==> config.mk <==
export PLATFORM = sky130hd
export DESIGN_NAME = semiflash_adc_pipeline_timing
export DESIGN_NICKNAME = d
export VERILOG_FILES = /design/src/semiflash_pkg.sv /design/src/semiflash_adc_pipeline_timing.sv /design/src/comparator_bank.sv /design/src/word_fifo.sv
export SDC_FILE = /design/constraint.sdc
export NUM_CORES = 1
export LEC_CHECK = 0
export BUFFER_PORTS_ARGS = -buffer_cell sky130_fd_sc_hd__buf_2
export CAP_MARGIN = 20
export CORE_ASPECT_RATIO = 1.4
export CORE_UTILIZATION = 55
export CTS_BUF_LIST = sky130_fd_sc_hd__clkbuf_8
export DETAILED_ROUTE_END_ITERATION = 8
export GPL_TIMING_DRIVEN = 0
export MAX_ROUTING_LAYER = met4
export PLACE_DENSITY_LB_ADDON = 0.1
export SYNTH_ARGS = -nofsm -noshare
export SYNTH_HDL_FRONTEND = slang
export SYNTH_SLANG_ARGS = --single-unit
==> constraint.sdc <==
create_clock -name ref_clk -period 28.3 [get_ports ref_clk]
set_input_delay 2.83 -clock ref_clk [delete_from_list [all_inputs] [get_ports ref_clk]]
set_output_delay 2.83 -clock ref_clk [all_outputs]
set_load 0.03 [all_outputs]
==> src/semiflash_pkg.sv <==
/*
 * Shared constants, types and timing figures for the two-step converter timing model.
 * Assumes one reference clock at 20 MHz and a conversion clock of half that rate.
 */
package semiflash_pkg;

    // ==========================================================================
    // Code layout
    localparam int CODE_W = 8;
    localparam int NIB_W = 4;
    localparam int TAP_COUNT = 15;
    localparam logic [7:0] CODE_BOTTOM = 8'h00;
    localparam logic [7:0] CODE_TOP = 8'hFF;
    localparam logic [7:0] CODE_MID = 8'h80;
    localparam logic [7:0] UPPER_TAP_BASE = 8'h00;
    localparam logic [7:0] UPPER_TAP_STEP = 8'h10;
    localparam logic [7:0] LOWER_TAP_STEP = 8'h01;

    // ==========================================================================
    // Reset values
    localparam logic [7:0] RST_CODE = 8'h00;
    localparam logic [3:0] RST_NIB = 4'h0;

    // ==========================================================================
    // Timing
    localparam int REF_CLK_PERIOD_NS = 50;
    localparam int CONV_PERIOD_NS = 100;
    localparam int HALF_RAW = CONV_PERIOD_NS / (2 * REF_CLK_PERIOD_NS);
    localparam int HALF_CYCLES = (HALF_RAW > 0) ? HALF_RAW : 1;
    // Two and a half conversion periods, counted in half periods.
    localparam int LATENCY_HALF_PERIODS = 5;
    localparam int LATENCY_CYCLES = LATENCY_HALF_PERIODS * HALF_CYCLES;
    localparam int FIFO_DEPTH = 8;

    // ==========================================================================
    // Types
    typedef enum logic [1:0] {
        PH_SAMPLE = 2'b01,
        PH_COMPARE = 2'b10
    } phase_t;

    typedef struct packed {
        logic [3:0] upper_nibble_result;
        logic [3:0] lower_nibble_result;
    } nibble_pair_t;

endpackage

==> src/semiflash_adc_pipeline_timing.sv <==
/*
 * Cycle model of the digital timing of an 8-bit two-step converter: sampling,
 * upper and interleaved lower resolution, merge, a word FIFO and the output bus.
 * Assumes the quantised input level arrives from a pin and the capture logic
 * sits on the same reference clock.
 */
// How it works
// - Each conversion falling edge captures input into upper and current lower bank.
// - Upper bank resolves high nibble on the next rising edge.
// - Lower bank resolves low nibble one clock later, reference chosen by upper.
// - Halves merge and go onto output bus one clock after low half.
// - Output appears two and a half conversion periods after sampling.
// - Samples alternate between the two lower banks, one word per clock.
// - Upper starts every fall; lower banks convert in the two following cycles.
// - Two non-overlapping phases, sampling and comparison, come from the clock.
// - In comparison each comparator resolves against its tap reference level.
// - Output is straight binary: bottom gives 0, top 255, 128 only MSB.
module semiflash_adc_pipeline_timing
    import semiflash_pkg::*;
#(
    parameter int HALF_LEN = HALF_CYCLES,
    parameter int DEPTH = FIFO_DEPTH
) (
    // Clock, reset and freeze
    input wire logic ref_clk,
    input wire logic reset_n,
    input wire logic clk_en,
    // Quantised analog level from the pin
    input wire logic [CODE_W-1:0] analog_level,
    // Output bus towards capture logic
    input wire logic capture_ready,
    output logic [CODE_W-1:0] data_out,
    output logic data_valid,
    output logic overrun,
    // Internal phases
    output logic sample_phase,
    output logic compare_phase
);

    localparam int HW = (HALF_LEN > 1) ? $clog2(HALF_LEN) : 1;

    // ==========================================================================
    // Declarations
    phase_t phase_ff, nxt_phase;
    logic [HW-1:0] half_ff, nxt_half;
    logic half_last, fall, rise;
    logic [CODE_W-1:0] lvl_meta_ff, lvl_sync_ff;
    logic sel_ff, nxt_sel;
    logic [1:0] capv_ff, nxt_capv;
    logic pv_ff, nxt_pv;
    logic [NIB_W-1:0] pu_ff, nxt_pu;
    logic pb_ff, nxt_pb;
    logic ovr_ff, nxt_ovr;
    logic dv_ff, nxt_dv;
    logic [CODE_W-1:0] data_ff, nxt_data;
    logic cap_a, cap_b, res_a, res_b;
    logic [NIB_W-1:0] upper_res, lower_res_a, lower_res_b, push_lower;
    logic [CODE_W-1:0] lower_base;
    nibble_pair_t fifo_in, fifo_out;
    logic fifo_in_ready, fifo_out_valid, load;

    // ==========================================================================
    // Conversion clock and its two phases
    // The phase register is one-hot, so the sampling and comparison phases can
    // never overlap; the price is that a gap between them is not modelled.
    assign half_last = half_ff == HW'(HALF_LEN - 1);
    assign fall = clk_en && half_last && (phase_ff == PH_COMPARE);
    assign rise = clk_en && half_last && (phase_ff == PH_SAMPLE);

    always_comb begin
        nxt_phase = phase_ff;
        nxt_half = half_ff;
        if (clk_en) begin
            if (half_last) begin
                nxt_half = '0;
                case (phase_ff)
                    PH_SAMPLE: begin
                        nxt_phase = PH_COMPARE;
                    end
                    PH_COMPARE: begin
                        nxt_phase = PH_SAMPLE;
                    end
                    default: begin
                        nxt_phase = PH_COMPARE;
                    end
                endcase
            end else begin
                nxt_half = half_ff + HW'(1);
            end
        end
    end

    always_ff @(posedge ref_clk) begin
        if (!reset_n) begin
            phase_ff <= PH_COMPARE;
            half_ff <= '0;
        end else begin
            phase_ff <= nxt_phase;
            half_ff <= nxt_half;
        end
    end

    assign sample_phase = phase_ff[0];
    assign compare_phase = phase_ff[1];

    // ==========================================================================
    // Input synchroniser
    // The pin level changes without regard to our clock, so two stages come first.
    always_ff @(posedge ref_clk) begin
        if (!reset_n) begin
            lvl_meta_ff <= RST_CODE;
            lvl_sync_ff <= RST_CODE;
        end else if (clk_en) begin
            lvl_meta_ff <= analog_level;
            lvl_sync_ff <= lvl_meta_ff;
        end
    end

    // ==========================================================================
    // Comparator banks
    assign cap_a = fall && !sel_ff;
    assign cap_b = fall && sel_ff;
    // The bank resolved at a rise is the one captured three half periods before.
    assign res_a = rise && !sel_ff;
    assign res_b = rise && sel_ff;
    assign lower_base = {upper_res, RST_NIB};

    comparator_bank #(
        .TAPS(TAP_COUNT)
    ) u_upper_bank (
        .ref_clk(ref_clk),
        .reset_n(reset_n),
        .capture(fall),
        .resolve(rise),
        .level(lvl_sync_ff),
        .base(UPPER_TAP_BASE),
        .step(UPPER_TAP_STEP),
        .result(upper_res)
    );

    comparator_bank #(
        .TAPS(TAP_COUNT)
    ) lower_comparator_bank_a (
        .ref_clk(ref_clk),
        .reset_n(reset_n),
        .capture(cap_a),
        .resolve(res_a),
        .level(lvl_sync_ff),
        .base(lower_base),
        .step(LOWER_TAP_STEP),
        .result(lower_res_a)
    );

    comparator_bank #(
        .TAPS(TAP_COUNT)
    ) lower_comparator_bank_b (
        .ref_clk(ref_clk),
        .reset_n(reset_n),
        .capture(cap_b),
        .resolve(res_b),
        .level(lvl_sync_ff),
        .base(lower_base),
        .step(LOWER_TAP_STEP),
        .result(lower_res_b)
    );

    // ==========================================================================
    // Bank rotation and merge
    always_comb begin
        nxt_sel = sel_ff;
        nxt_capv = capv_ff;
        nxt_pv = pv_ff;
        nxt_pu = pu_ff;
        nxt_pb = pb_ff;
        nxt_ovr = ovr_ff;
        if (fall) begin
            nxt_sel = ~sel_ff;
            nxt_capv[sel_ff] = 1'b1;
        end
        if (clk_en && pv_ff) begin
            nxt_pv = 1'b0;
            // A full FIFO means the capture side stalled too long; the word is lost.
            if (!fifo_in_ready) begin
                nxt_ovr = 1'b1;
            end
        end
        if (rise && capv_ff[sel_ff]) begin
            nxt_pv = 1'b1;
            nxt_pu = upper_res;
            nxt_pb = sel_ff;
        end
    end

    always_ff @(posedge ref_clk) begin
        if (!reset_n) begin
            sel_ff <= 1'b0;
            capv_ff <= 2'h0;
            pv_ff <= 1'b0;
            pu_ff <= RST_NIB;
            pb_ff <= 1'b0;
            ovr_ff <= 1'b0;
        end else begin
            sel_ff <= nxt_sel;
            capv_ff <= nxt_capv;
            pv_ff <= nxt_pv;
            pu_ff <= nxt_pu;
            pb_ff <= nxt_pb;
            ovr_ff <= nxt_ovr;
        end
    end

    assign push_lower = pb_ff ? lower_res_b : lower_res_a;
    assign fifo_in = '{upper_nibble_result: pu_ff, lower_nibble_result: push_lower};

    word_fifo #(
        .W($bits(nibble_pair_t)),
        .DEPTH(DEPTH)
    ) u_word_fifo (
        .ref_clk(ref_clk),
        .reset_n(reset_n),
        .clk_en(clk_en),
        .in_valid(pv_ff),
        .in_ready(fifo_in_ready),
        .in_data(fifo_in),
        .out_valid(fifo_out_valid),
        .out_ready(load),
        .out_data(fifo_out)
    );

    // ==========================================================================
    // Output bus
    // Words only move onto the bus on a rising edge, which keeps the latency fixed.
    assign load = rise && fifo_out_valid && (!dv_ff || capture_ready);

    always_comb begin
        nxt_dv = dv_ff;
        nxt_data = data_ff;
        if (clk_en && dv_ff && capture_ready) begin
            nxt_dv = 1'b0;
        end
        if (load) begin
            nxt_dv = 1'b1;
            nxt_data = fifo_out;
        end
    end

    always_ff @(posedge ref_clk) begin
        if (!reset_n) begin
            dv_ff <= 1'b0;
            data_ff <= RST_CODE;
        end else begin
            dv_ff <= nxt_dv;
            data_ff <= nxt_data;
        end
    end

    assign data_out = data_ff;
    assign data_valid = dv_ff;
    assign overrun = ovr_ff;
endmodule // semiflash_adc_pipeline_timing

==> src/comparator_bank.sv <==
/*
 * One comparator bank: holds a sample and resolves it against a ladder of taps.
 * Assumes capture and resolve are single-cycle strobes already gated by the clock enable.
 */
module comparator_bank
    import semiflash_pkg::*;
#(
    parameter int TAPS = TAP_COUNT
) (
    // Clock and reset
    input wire logic ref_clk,
    input wire logic reset_n,
    // Strobes
    input wire logic capture,
    input wire logic resolve,
    // Levels
    input wire logic [CODE_W-1:0] level,
    input wire logic [CODE_W-1:0] base,
    input wire logic [CODE_W-1:0] step,
    // Result
    output logic [NIB_W-1:0] result
);

    logic [CODE_W-1:0] held_ff;
    logic [CODE_W-1:0] nxt_held;
    logic [NIB_W-1:0] result_ff;
    logic [NIB_W-1:0] nxt_result;
    logic [CODE_W:0] tap;
    logic [NIB_W-1:0] count;

    // ==========================================================================
    // Sampling and comparison
    always_comb begin
        tap = '0;
        count = '0;
        nxt_held = held_ff;
        nxt_result = result_ff;
        if (capture) begin
            nxt_held = level;
        end
        // Each tap is one comparator; the ones that trip form a thermometer code.
        for (int k = 1; k <= TAPS; k++) begin
            tap = {1'b0, base} + 9'(k) * {1'b0, step};
            if ({1'b0, held_ff} >= tap) begin
                count = count + 4'h1;
            end
        end
        if (resolve) begin
            nxt_result = count;
        end
    end

    always_ff @(posedge ref_clk) begin
        if (!reset_n) begin
            held_ff <= RST_CODE;
            result_ff <= RST_NIB;
        end else begin
            held_ff <= nxt_held;
            result_ff <= nxt_result;
        end
    end

    assign result = result_ff;
endmodule // comparator_bank

==> src/word_fifo.sv <==
/*
 * Small synchronous FIFO with valid and ready on both sides.
 * Assumes one clock; the clock enable freezes pointers and storage.
 */
module word_fifo #(
    parameter int W = 8,
    parameter int DEPTH = 8
) (
    // Clock, reset and freeze
    input wire logic ref_clk,
    input wire logic reset_n,
    input wire logic clk_en,
    // Fill side
    input wire logic in_valid,
    output logic in_ready,
    input wire logic [W-1:0] in_data,
    // Drain side
    output logic out_valid,
    input wire logic out_ready,
    output logic [W-1:0] out_data
);

    localparam int PW = (DEPTH > 1) ? $clog2(DEPTH) : 1;
    localparam int CW = $clog2(DEPTH + 1);

    logic [W-1:0] mem_ff [DEPTH];
    logic [PW-1:0] wr_ff, nxt_wr, rd_ff, nxt_rd;
    logic [CW-1:0] cnt_ff, nxt_cnt;
    logic push, pop;

    // ==========================================================================
    // Pointers and count
    always_comb begin
        in_ready = cnt_ff != CW'(DEPTH);
        out_valid = cnt_ff != '0;
        out_data = mem_ff[rd_ff];
        push = clk_en && in_valid && in_ready;
        pop = clk_en && out_valid && out_ready;
        nxt_wr = wr_ff;
        nxt_rd = rd_ff;
        nxt_cnt = cnt_ff;
        if (push) begin
            nxt_wr = (wr_ff == PW'(DEPTH - 1)) ? '0 : wr_ff + PW'(1);
        end
        if (pop) begin
            nxt_rd = (rd_ff == PW'(DEPTH - 1)) ? '0 : rd_ff + PW'(1);
        end
        if (push && !pop) begin
            nxt_cnt = cnt_ff + CW'(1);
        end else if (pop && !push) begin
            nxt_cnt = cnt_ff - CW'(1);
        end
    end

    always_ff @(posedge ref_clk) begin
        if (!reset_n) begin
            wr_ff <= '0;
            rd_ff <= '0;
            cnt_ff <= '0;
        end else begin
            wr_ff <= nxt_wr;
            rd_ff <= nxt_rd;
            cnt_ff <= nxt_cnt;
        end
    end

    // Storage needs no reset; a word is only read after it was written.
    always_ff @(posedge ref_clk) begin
        if (push) begin
            mem_ff[wr_ff] <= in_data;
        end
    end

endmodule // word_fifo

## Yosys cells after proc, flatten, opt, wreduce, memory -nomap -nowiden

Memories as Yosys holds them, arrays and structs flattened. A register that Yosys moved wholly into a read port is not among the register bits.
Index checks and enable logic that the tools add are counted.

- Word-level logic and storage cells: 232
- Memories kept: 1
- Bits in writable memories: 64
- Register bits: 76
- Output and inout port bits: 12

Memories:

| memory | depth | bits a word | read ports | clocked after Yosys merged registers in | wr ports | line | RTL |
|---|---|---|---|---|---|---|---|
| u_word_fifo.mem_ff | 8 | 8 | 1 | 1 | 1 | word_fifo.sv:26 | `logic [W-1:0] mem_ff [DEPTH];` |

- Muxes and demuxes: 62
- Reduce and logical (&&, ||, !) cells: 31
- Equality and inequality tests: 5
- Bitwise logic cells: 4
- Add/sub/neg operators: 62
- Magnitude comparators: 47

Operators with widths:

| kind | number |
|---|---|
| $ge A8 B9 Y1 | 30 |
| $mux W4 | 45 |
| $add A4 B1 Y4 const B | 40 |
| $add A8 B4 Y9 const B | 8 |
| $ge A8 B8 Y1 const B | 8 |
| $add A8 B3 Y9 const B | 4 |
| $ge A8 B7 Y1 const B | 4 |
| $logic_and A1 B1 Y1 | 19 |
| $add A8 B2 Y9 const B | 2 |
| $ge A8 B6 Y1 const B | 2 |
| $mux W1 | 13 |
| $add A8 B1 Y9 const B | 1 |
| $ge A8 B5 Y1 const B | 1 |
| $add A1 B1 Y2 const B | 3 |
| $add A3 B1 Y3 const B | 2 |
| $eq A3 B3 Y1 const B | 2 |
| $mux W3 | 2 |
| $reduce_bool A2 Y1 | 3 |
| $logic_not A1 Y1 | 5 |
| $ne A4 B4 Y1 const B | 1 |
| $reduce_and A2 Y1 | 2 |
| $reduce_bool A4 Y1 | 1 |
| $sub A4 B1 Y4 const B | 1 |
| $not A1 Y1 | 3 |
| 9 further kinds | 9 |

## Logic depth before layout (Yosys ltp)

Gate-level depths: netlist (run 1).

- Depth after elaboration: 31
- Mapped depth: 50
- Gate-level depth less buffers: 50

## Hierarchy

Synthesis (run 1) repeated with hierarchy kept, for this count alone.

- Cells, all modules: 3775
- Area, all modules: 34824.6 um^2

Modules (own cells, without submodules):

| module | instances | cells each | seq. area each (um^2) | area each (um^2) |
|---|---|---|---|---|
| comparator_bank (u_upper_bank) | 1 | 1174 | 240.2 | 10276.1 |
| comparator_bank (lower_comparator_bank_a) | 1 | 1184 | 240.2 | 10193.5 |
| comparator_bank (lower_comparator_bank_b) | 1 | 1097 | 240.2 | 9713.1 |
| word_fifo | 1 | 168 | 2182.1 | 3108.0 |
| semiflash_adc_pipeline_timing | 1 | 152 | 740.7 | 1534.0 |

## Worst setup path before layout (run 1)

OpenSTA, ideal clock, no wires.

- Path type: reg-to-reg
- Start point: register u_upper_bank.result_ff[3] (netlist: u_upper_bank.result[3])
- End point: register lower_comparator_bank_a.result_ff[3] (netlist: lower_comparator_bank_a.result[3])
- Setup slack: 19152 ps
- Arrival: 9023 ps
- Buffers on the path: 2
- Period minus slack after synthesis: 9148 ps
- Cell stages (with the launch flop): 50
- Setup time: 125 ps
- Path through: dfxtp_1 -> inv_1 -> ha_1 -> nand3_2 -> o211a_2 -> buf_1 -> and2_1 -> ha_1 -> clkbuf_1 -> xnor2_1 -> ha_1 -> o21ai_0 -> nand2_1 -> ha_1 -> a21oi_1 -> a31oi_1 -> ha_1 -> inv_1 -> (+14 left out) -> ha_1 -> nand3_1 -> o31ai_1 -> and2_1 -> ha_1 -> a21o_1 -> ha_1 -> mux2i_1 -> o21bai_1 -> ha_1 -> nand2_1 -> xor2_1 -> nand2_1 -> o21a_1 -> mux2i_1 -> a211o_1 -> a211oi_1 -> nor3_2

- Cells in the longest elaborated chain, start to end: 31
- Elaborated cells on any way between the ends: 59
- Classes of those cells: add/sub: 29; order compare: 15; mux: 15

RTL lines:

| item | line | RTL |
|---|---|---|
| start, declared | comparator_bank.sv:26 | `logic [NIB_W-1:0] result_ff;` |
| start signal, assigned | comparator_bank.sv:59 | `result_ff <= nxt_result;` |
| $add A8 B1 Y9 | comparator_bank.sv:43 | `tap = {1'b0, base} + 9'(k) * {1'b0, step};` |
| $ge A8 B9 Y1 | comparator_bank.sv:44 | `if ({1'b0, held_ff} >= tap) begin` |
| $mux W1 | comparator_bank.sv:44 |  |
| $add A1 B1 Y2 | comparator_bank.sv:45 | `count = count + 4'h1;` |
| $mux W4 | comparator_bank.sv:44 |  |
| $add A4 B1 Y4 | comparator_bank.sv:45 |  |
| $mux W4 | comparator_bank.sv:44 |  |
| $add A4 B1 Y4 | comparator_bank.sv:45 |  |
| (+15 left out) | n/a |  |
| $add A4 B1 Y4 | comparator_bank.sv:45 |  |
| $mux W4 | comparator_bank.sv:44 |  |
| $add A4 B1 Y4 | comparator_bank.sv:45 |  |
| $mux W4 | comparator_bank.sv:44 |  |
| $add A4 B1 Y4 | comparator_bank.sv:45 |  |
| $mux W4 | comparator_bank.sv:44 |  |
| $add A4 B1 Y4 | comparator_bank.sv:45 |  |
| $mux W4 * | comparator_bank.sv:44 |  |
| end signal, assigned | comparator_bank.sv:59 |  |
| end, declared | comparator_bank.sv:26 |  |

Mark *: on every way between the ends. The rest lies on a longest branch, timed or not.
A chain may end at the register's enable or synchronous reset.

## Worst setup path in the final report (run 1)

Same ends and word-level chain as after synthesis.

==> metrics.cfg, run 1 <==
[worst_setup_path]
required_ns=28.64
critPathLaunchType=flop
critPathCaptureType=flop
worstSetupPathType=reg -> reg
rr_worst_depth=49
crit_slowest_cell=buf_1
worstReg2RegEnd=lower_comparator_bank_a.result[3]
arrival_ns=10.60
cpPeakStageDelay_ns=0.41
cpMostUsedCell=ha_1
reg2reg_slack_ns=18.04
r2r-start=u_upper_bank.result[3]
worstPathMaxFanout=10

[hold_path]
min-delay-start=lower_comparator_bank_a.result[2]
min_to=lower_comparator_bank_a.result[2]
holdCritPathClass=reg -> reg
hold_depth=2

[grt]
grt_pass1_vias=7038
grt_max_degree=17
track_usage_pct=26.2
grt_pass1_wl_mm=34.8
antenna_found_initial=0
grt_overflow=0

[timing]
drv_slew=0
hold_viol=0
finalSetupViolations=0
finalCriticalPeriod_ns=10.26
fin_skew_ns=0.0104
tightest_slew_ns=1.09
fmax_mhz=97.5
rsz0062_at_grt=false
slew_headroom_pct=27.3
fin_crit_sh_pct=36.3
tns_ns=0

[placement]
hpwl_mm=16.4
place.gp.congestion=0.884
io_buffers=21
placedCellCount=1205

[pwr]
p_per_area_mw_per_mm2=43.4
p_sw_share_pct=27.9
ir_worst_vdd_v=0.0000349
p_int_uw=321
switching_power_uw=124
p_seq_share_pct=48.9
comb_power_share_pct=13.6
clkPwrFrac_pct=37.5
cellLeakagePower_uw=0.00414

[floorplanning]
num_rows=56
dieArea_mm2=0.0177
core_area_mm2=0.0168
ios=24
die_x_um=113
start_util_pct=56.3
die_h_um=157

[cts]
h-tree-depth=4
cts_tree=built
cts-root-buf=clkbuf_8
numCtsBuffers=17
clk_path_buf_depth=2
cts_hold_buf=0
post_cts_buffers=0
clkLatencyLatePin_ns=0.45
cts.sinks=143
clkTransAtPathRegs_ns=0.08
cts-resized-gates=0

[synthesis]
synthArstFlopShare_pct=0
synth_top_family_by_area=simple AND/OR/NAND/NOR gates
synth_area_per_cell_um2=9.69
synth_ff_type=dfxtp_1
synthMuxAreaShare_pct=9.34
synth_cells=976
yosys.area_share.simple_pct=18.6
synth_compound_area_share_pct=15.9
ys_seq_elements=143
synth_adder_area_share_pct=6.77
ys_seq_area_share_pct=37.0
yosysUniqueCellTypes=91
syn_nets=1037
synth_edf_count=64
yosys_warnings=0
netlist_area_mm2=0.00946
synth_xor_area_share_pct=8.50

[cells_and_area]
syn2layout_area_growth_pct=8.48
final_cell_mix=126 x nand2_1, 79 x dfxtp_1, 64 x edfxtp_1, 53 x nor2_1, 48 x ha_1
final_common_cell=nand2_1
drive_above_1_share_pct=12.6
nFillCells=1492
fin_cells=1237
antenna_cells=0
final_nets=1082
final_core_util_pct=61.0

[routing]
wl_per_cell_um=17.2
viasPerCell=5.88
remaining_drc_errors=0
dr_total_vias=7268
routed_wl_mm=21.3
drtPass1Iterations=5
drt_iter0_markers=349
ant_nets=0

[job]
max-cap-violations=0

[outcome]
outcome=complete, no violations

cell usage after synthesis, drive strengths merged (3+ instances only):
cell type / n / area, um^2
nand2: 126 / 473
dfxtp: 79 / 1580
edfxtp: 64 / 1920
nor2: 53 / 199
ha: 48 / 601
mux2i: 41 / 410
xnor2: 41 / 374
a21oi: 39 / 225
inv: 38 / 143
clkbuf: 36 / 135
o21ai: 36 / 184
a21boi: 34 / 255
nor2b: 32 / 200
nand3: 26 / 145
nor3: 22 / 120
xor2: 20 / 201
buf: 16 / 92.6
mux4: 16 / 360
o211a: 16 / 160
and2: 15 / 95.1
and3: 14 / 87.6
nand4: 13 / 81.3
o21a: 11 / 82.6
mux2: 10 / 113
o211ai: 9 / 72.6
a31oi: 8 / 56.3
nand2b: 8 / 50.1
or2: 8 / 50.1
xnor3: 8 / 181
nor4: 7 / 43.8
a211oi: 6 / 45.0
or3: 6 / 37.5
a21o: 4 / 30.0
nand3b: 4 / 30.0
nand4b: 4 / 35.0
a2111oi: 3 / 45.1
a211o: 3 / 26.3
a21bo: 3 / 30.0
and3b: 3 / 26.3
nor3b: 3 / 22.5
o21bai: 3 / 22.5
o22ai: 3 / 18.8
o31ai: 3 / 27.5
final cells by class:
type | instances | area, um^2 | share of cell area (%)
clock inverter | 15 | 173 | 1.68
multi-input combinational | 743 | 5590 | 54.5
buffer | 52 | 228 | 2.22
sequential | 143 | 3500 | 34.1
tap | 203 | 254 | 2.48
timing repair buffer | 26 | 135 | 1.32
inverter | 38 | 143 | 1.39
clock buffer | 17 | 234 | 2.28
logic make-up (layout without fill, tap and decap cells):
| group | Yosys count | after routing |
|---|---|---|
| flip-flops | 143 | 143 |
| adder cells (fa/ha/maj) | 51 | 51 |
| multiplexers | 67 | 67 |
| AO/OA/AOI/OAI | 203 | 203 |
| AND/OR/NAND/NOR | 351 | 351 |
| buffers and inverters | 90 | 148 |
| XOR/XNOR | 71 | 71 |
how the worst max path moves through the flow:
stage	start	end	depth (start not counted)
5_1_grt	u_upper_bank.result[3]	lower_comparator_bank_a.result[3]	49
4_1_cts	u_upper_bank.result[3]	lower_comparator_bank_a.result[3]	49
6_report	u_upper_bank.result[3]	lower_comparator_bank_a.result[3]	49
3_5_place_dp	u_upper_bank.result[3]	lower_comparator_bank_a.result[3]	49
2_1_floorplan	u_upper_bank.result[3]	lower_comparator_bank_a.result[3]	49
3_3_place_gp	u_upper_bank.result[3]	lower_comparator_bank_a.result[3]	49
power by group through the flow:
stage	registers, uW	clock network (uW)	logic [uW]
floorplan	222	0	46.7
global placement	222	0	59.7
detailed placement	223	0	60.3
CTS	218	170	60.7
global route	218	178	68.2
finish	218	167	60.5
per-layer routing:
metal | global-route usage [%] | vias to the layer above | wire length (um)
met2 | 47.7 | 145 | 11300
met4 | 8.76 | 0 | 488
met3 | 3.97 | 32 | 664
met5 | - | - | 0
li1 | - | 3625 | -
met1 | 29.0 | 3466 | 8860
critical path, delay by kind of cell, from the launching register on:
family                   cells  cell delay (ns)
adder cells (fa/ha/maj)     13             3.78
AND/OR/NAND/NOR             16             2.31
AO/OA/AOI/OAI               12             2.02
buffers and inverters        4             0.96
multiplexers                 3             0.58
flip-flops                   1             0.33
XOR/XNOR                     1             0.15
flip-flops by register name, indices dropped and copies added, names as in the netlist, 4 cells and up:
| signal | cells |
|---|---|
| u_upper_bank.result | 4 |
| lvl_sync_ff | 8 |
| u_upper_bank.held_ff | 4 |
| data_out | 8 |
| u_word_fifo.cnt_ff | 4 |
| u_word_fifo.mem_ff | 64 |
| lower_comparator_bank_b.result | 4 |
| lower_comparator_bank_b.held_ff | 8 |
| lvl_meta_ff | 8 |
| lower_comparator_bank_a.result | 4 |
| lower_comparator_bank_a.held_ff | 8 |
| pu_ff | 4 |
per-stage QoR:
stage	hold slack [ns]	worst slack [ns]	cell area, um^2	power (uW)
after detailed placement	0.457	18.07	9860	283
after global placement	0.450	18.13	9820	282
final	0.469	18.04	10300	445
after CTS	0.473	18.02	10300	448
after global routing	0.497	17.24	10300	464
after floorplan	0.438	19.15	9460	269
Note: power is estimated with default switching activity, not from simulation.
==> inputs of run 2 (changes only) <==
==> constraint.sdc (replaced) <==
create_clock -name ref_clk -period 9 [get_ports ref_clk]
set_input_delay 0.9 -clock ref_clk [delete_from_list [all_inputs] [get_ports ref_clk]]
set_output_delay 0.9 -clock ref_clk [all_outputs]
set_load 0.03 [all_outputs]
==> metrics.cfg, run 2 (synthesis gave the netlist of run 1 again) <==
[worst_setup_path]
crit_slowest_cell=dfxtp_2  ; was buf_1
cpPeakStageDelay_ns=0.33  ; was 0.41 ns
critPathCaptureType=flop  ; unchanged
critPathLaunchType=flop  ; unchanged
required_ns=9.38  ; was 28.64 ns
arrival_ns=8.93  ; was 10.60 ns
cpMostUsedCell=ha_4  ; was ha_1
crit_buf_inv=4  ; unchanged
worstSetupPathType=reg -> reg  ; unchanged
worstPathMaxFanout=10  ; unchanged
cp_top_family=adder cells  ; unchanged

[grt]
antenna_found_initial=0  ; unchanged
grt_overflow=0  ; unchanged
grt_pass1_vias=7211  ; was 7038
grt_max_degree=17  ; unchanged
track_usage_pct=27.1  ; was 26.2%
grt_pass1_wl_mm=36.1  ; was 34.8 mm

[timing]
tns_ns=0  ; unchanged
fin_crit_sh_pct=95.0  ; was 36.3%
fmax_mhz=117  ; was 97.5 MHz
drv_slew=0  ; unchanged
tightest_slew_ns=0.943  ; was 1.09 ns
finalSetupViolations=0  ; unchanged
finalCriticalPeriod_ns=8.55  ; was 10.26 ns
whs_ns=0.472  ; was 0.469 ns
hold_viol=0  ; unchanged
slew_headroom_pct=36.9  ; was 27.3%
fin_skew_ns=0.0129  ; was 0.0104 ns
worst_slack_ns=0.449  ; was 18.04 ns

[pwr]
p_total_uw=1450  ; was 445 uW
ir_worst_vdd_v=0.000139  ; was 0.0000349 V
p_per_area_mw_per_mm2=136  ; was 43.4 mW/mm^2
comb_power_share_pct=15.9  ; was 13.6%
p_seq_share_pct=47.2  ; was 48.9%
switching_power_uw=393  ; was 124 uW
clkPwrFrac_pct=36.9  ; was 37.5%
p_int_uw=1060  ; was 321 uW
cellLeakagePower_uw=0.00423  ; was 0.00414 uW
p_sw_share_pct=27.1  ; was 27.9%

[cts]
cts_tree=built  ; unchanged
cts.sinks=143  ; unchanged
clkLatencyLatePin_ns=0.45  ; about the same
clk_path_buf_depth=2  ; unchanged
cts-root-buf=clkbuf_8  ; unchanged
numCtsBuffers=17  ; unchanged
h-tree-depth=4  ; unchanged
cts_hold_buf=0  ; unchanged
clkTransAtPathRegs_ns=0.08  ; about the same

[outcome]
outcome=complete, no violations  ; unchanged

[cells_and_area]
antenna_cells=0  ; unchanged
drive_above_1_share_pct=17.9  ; was 12.6%
final_cell_area_mm2=0.0107  ; was 0.0103 mm^2
final_common_cell=nand2_1  ; unchanged
largest_register=u_word_fifo.mem_ff  ; unchanged
final_cell_mix=121 x nand2_1, 76 x dfxtp_1, 64 x edfxtp_1, 50 x nor2_1  ; was 126 x nand2_1, 79 x dfxtp_1, 64 x edfxtp_1, 53 x nor2_1, 48 x ha_1
largest_register_ffs=64  ; unchanged
syn2layout_area_growth_pct=13.0  ; was 8.48%
final_nets=1094  ; was 1082

[floorplanning]
start_util_pct=56.3  ; unchanged
core_area_mm2=0.0168  ; unchanged
die_x_um=113  ; unchanged
die_h_um=157  ; unchanged
ios=24  ; unchanged
dieArea_mm2=0.0177  ; unchanged
num_rows=56  ; unchanged

[routing]
dr_total_vias=7419  ; was 7268
viasPerCell=5.94  ; was 5.88
wl_per_cell_um=17.6  ; was 17.2 um
ant_nets=0  ; unchanged
routed_wl_mm=22.0  ; was 21.3 mm
drtPass1Iterations=5  ; unchanged
drt_iter0_markers=428  ; was 349
remaining_drc_errors=0  ; unchanged

[placement]
placed_area_mm2=0.00987  ; was 0.00986 mm^2
pre_cts_ws_ns=-0.944  ; was 18.07 ns
place.gp.congestion=0.894  ; was 0.884
hpwl_mm=16.3  ; was 16.4 mm
io_buffers=21  ; unchanged

[hold_path]
holdCritPathClass=reg -> reg  ; unchanged

[job]
max-cap-violations=0  ; unchanged

[run 2: cell count changes in the layout (fill, tap and decap cells not counted), moves of 4 or more]
cell / previous run / this run
inv_1: 38 / 34
ha_4: 0 / 11
nand2_2: 0 / 5
nand2_1: 126 / 121
ha_1: 48 / 37
inv_2: 0 / 4
buf_4: 7 / 24
[run 2: path summary, 6_finish.rpt]
check / startpoint / end / slack, ns / cells after the start
worst min register to register: overrun / overrun / 0.47 / 1
worst max register to register: u_upper_bank.result[3] / lower_comparator_bank_a.result[3] / 0.45 / 49
worst max-delay path: u_upper_bank.result[3] / lower_comparator_bank_a.result[3] / 0.45 / 49
worst min-delay path: overrun / overrun / 0.47 / 1
[run 2: worst reg2reg max path: cells and delay by family, from the launching register on]
kind	cells	cell delay, ns
mux	3	0.58
compound gates	11	1.51
buf+inv	4	0.35
fa+ha+maj	13	3.53
xor+xnor	1	0.13
simple gates	17	2.06
flops	1	0.33
[run 2: what timing repair did]
item,in CTS,in global routing
pin swaps,8,14
hold endpoints to repair,0,0
resized for setup,30,29
setup endpoints to repair,3,6
setup buffers,5,10
[run 2: through the flow]
step           std cells  util (%)
6_report            1249      63.6
5_1_grt             1249      63.6
3_3_place_gp        1200      58.5
2_1_floorplan        976         -
3_5_place_dp        1204      58.7
4_1_cts             1241      62.4
[run 2: power by group through the flow]
stage / Combinational, uW / Sequential, uW / Clock [uW]
final: 231 / 685 / 535
after detailed placement: 191 / 700 / 0
after CTS: 210 / 685 / 544
after floorplan: 147 / 699 / 0
after global placement: 189 / 700 / 0
after global routing: 257 / 686 / 573
[run 2: final cells by class]
type	count	area (um^2)
Fill cell	1449	6130
Multi-Input combinational cell	743	5890
Sequential cell	143	3510
Tap cell	203	254
Timing Repair Buffer	41	253
Clock buffer	17	234
Buffer	49	226
Clock inverter	15	183
Inverter	38	143
[run 2: routing by layer]
layer | part of all wire [%] | vias to the layer above | GRT usage (%)
li1 | - | 3655 | -
met1 | 43 | 3623 | 30.9
met2 | 53 | 117 | 48.5
met3 | 2.4 | 24 | 3.77
met4 | 1.6 | 0 | 9.46
met5 | 0 | - | -
==> inputs of run 3 (changes only) <==
--- a/config.mk
+++ b/config.mk
@@ -9,7 +9,7 @@
 export CAP_MARGIN = 20
 export CORE_ASPECT_RATIO = 1.4
 export CORE_UTILIZATION = 55
-export CTS_BUF_LIST = sky130_fd_sc_hd__clkbuf_8
+export CTS_BUF_LIST = sky130_fd_sc_hd__clkbuf_16
 export DETAILED_ROUTE_END_ITERATION = 8
 export GPL_TIMING_DRIVEN = 0
 export MAX_ROUTING_LAYER = met4
==> metrics.cfg, run 3 (synthesis gave the netlist of run 1 again) <==
[pwr]
cellLeakagePower_uw=0.00432  ; was 0.00423 uW
p_total_uw=1640  ; was 1450 uW
ir_worst_vdd_v=0.000125  ; was 0.000139 V
p_per_area_mw_per_mm2=151  ; was 136 mW/mm^2

[worst_setup_path]
crit_slowest_cell=dfxtp_2  ; unchanged
worstPathMaxFanout=10  ; unchanged
cpMostUsedCell=ha_4  ; unchanged
required_ns=9.35  ; was 9.38 ns
critPathLaunchType=flop  ; unchanged
arrival_ns=8.93  ; about the same
cpPeakStageDelay_ns=0.33  ; about the same
worstSetupPathType=reg -> reg  ; unchanged
critPathCaptureType=flop  ; unchanged

[cts]
h-tree-depth=4  ; unchanged
cts.sinks=143  ; unchanged
clkLatencyLatePin_ns=0.42  ; was 0.45 ns
cts_tree=built  ; unchanged
clk_path_buf_depth=2  ; unchanged
numCtsBuffers=17  ; unchanged
clkTransAtPathRegs_ns=0.06  ; was 0.08 ns
cts-root-buf=clkbuf_16  ; was clkbuf_8

[grt]
grt_max_degree=17  ; unchanged
grt_pass1_wl_mm=36.3  ; was 36.1 mm
use_met1_pct=31.3  ; was 30.9%
grt_util_met2_pct=49.1  ; was 48.5%
grt_pass1_vias=7209  ; was 7211
grtUsageMet3_pct=3.54  ; was 3.77%
grt_overflow=0  ; unchanged
gr-max-usage-layer=met2  ; unchanged
antenna_found_initial=0  ; unchanged
track_usage_pct=27.2  ; was 27.1%

[cells_and_area]
final_common_cell=nand2_1  ; unchanged
drive_above_1_share_pct=17.8  ; was 17.9%
largest_register=u_word_fifo.mem_ff  ; unchanged
largest_register_ffs=64  ; unchanged
final_nets=1094  ; unchanged
final_cell_mix=122 x nand2_1, 77 x dfxtp_1, 64 x edfxtp_1, 50 x nor2_1  ; was 121 x nand2_1, 76 x dfxtp_1, 64 x edfxtp_1, 50 x nor2_1
final_cell_area_mm2=0.0109  ; was 0.0107 mm^2
antenna_cells=0  ; unchanged
syn2layout_area_growth_pct=15.2  ; was 13.0%

[floorplanning]
die_h_um=157  ; unchanged
start_util_pct=56.3  ; unchanged
die_x_um=113  ; unchanged
ios=24  ; unchanged
core_area_mm2=0.0168  ; unchanged
num_rows=56  ; unchanged
dieArea_mm2=0.0177  ; unchanged

[timing]
tightest_slew_ns=0.924  ; was 0.943 ns
fmax_mhz=117  ; about the same
hold_viol=0  ; unchanged
fin_skew_ns=0.0104  ; was 0.0129 ns
fin_crit_sh_pct=95.4  ; was 95.0%
finalCriticalPeriod_ns=8.58  ; was 8.55 ns
rsz0062_at_grt=false
finalSetupViolations=0  ; unchanged
drv_slew=0  ; unchanged
slew_headroom_pct=38.2  ; was 36.9%
tns_ns=0  ; unchanged

[placement]
placed_area_mm2=0.00987  ; unchanged
io_buffers=21  ; unchanged
hpwl_mm=16.3  ; unchanged
place.gp.congestion=0.894  ; unchanged

[routing]
remaining_drc_errors=0  ; unchanged
dr_total_vias=7441  ; was 7419
routed_wl_mm=22.4  ; was 22.0 mm
viasPerCell=5.96  ; was 5.94
ant_nets=0  ; unchanged
wl_per_cell_um=18.0  ; was 17.6 um
drt_iter0_markers=447  ; was 428
drtPass1Iterations=5  ; unchanged

[outcome]
outcome=complete, no violations  ; unchanged

[job]
max-cap-violations=0  ; unchanged

[hold_path]
holdCritPathClass=reg -> reg  ; unchanged

==> run 3: area by class of cell <==
class | count | area, um^2
Buffer | 49 | 229
Clock buffer | 17 | 425
Clock inverter | 15 | 183
Fill cell | 1413 | 5920
Inverter | 38 | 143
Multi-Input combinational cell | 743 | 5900
Sequential cell | 143 | 3510
Tap cell | 203 | 254
Timing Repair Buffer | 41 | 253
==> run 3: routing by layer <==
layer,share of wire [%],vias to the layer above
li1,-,3664
met1,43,3619
met2,53,132
met3,2.6,26
met4,1.7,0
met5,0,-
==> run 3: worst paths after layout <==
| path | start | end | slack [ns] | depth (start not counted) |
|---|---|---|---|---|
| max | u_upper_bank.result[3] | lower_comparator_bank_a.result[3] | 0.42 | 49 |
| min | overrun | overrun | 0.47 | 1 |
| max reg2reg | u_upper_bank.result[3] | lower_comparator_bank_a.result[3] | 0.42 | 49 |
| min reg2reg | overrun | overrun | 0.47 | 1 |
==> run 3: critical path, delay by kind of cell, from the launching register on <==
family / cells / cell delay (ns)
fa+ha+maj: 13 / 3.54
simple gates: 17 / 2.07
compound gates: 11 / 1.50
mux: 3 / 0.55
buf+inv: 4 / 0.36
flops: 1 / 0.33
xor+xnor: 1 / 0.13
==> run 3: per-stage QoR <==
stage	instances	hold WS, ns	worst slack (ns)	utilization, %
4_1_cts	1241	0.472	0.000983	63.5
3_3_place_gp	1200	0.452	-0.867	58.5
2_1_floorplan	976	0.438	0.0218	-
5_1_grt	1249	0.489	0.00845	64.8
3_5_place_dp	1204	0.453	-0.944	58.7
6_report	1249	0.466	0.417	64.8
==> run 3: where the power goes <==
group | internal (uW) | switching (uW)
clock network | 440 | 282
logic | 103 | 133
registers | 680 | 6.03
==> run 3: timing repair <==
action                                  4_1_cts  5_1_grt
setup buffers                                 5       10
endpoints found under the hold margin         0        0
pin swaps                                     8       17
hold buffers                                  0        0
endpoints found under the setup margin        3        6
gates resized for setup                      29       31
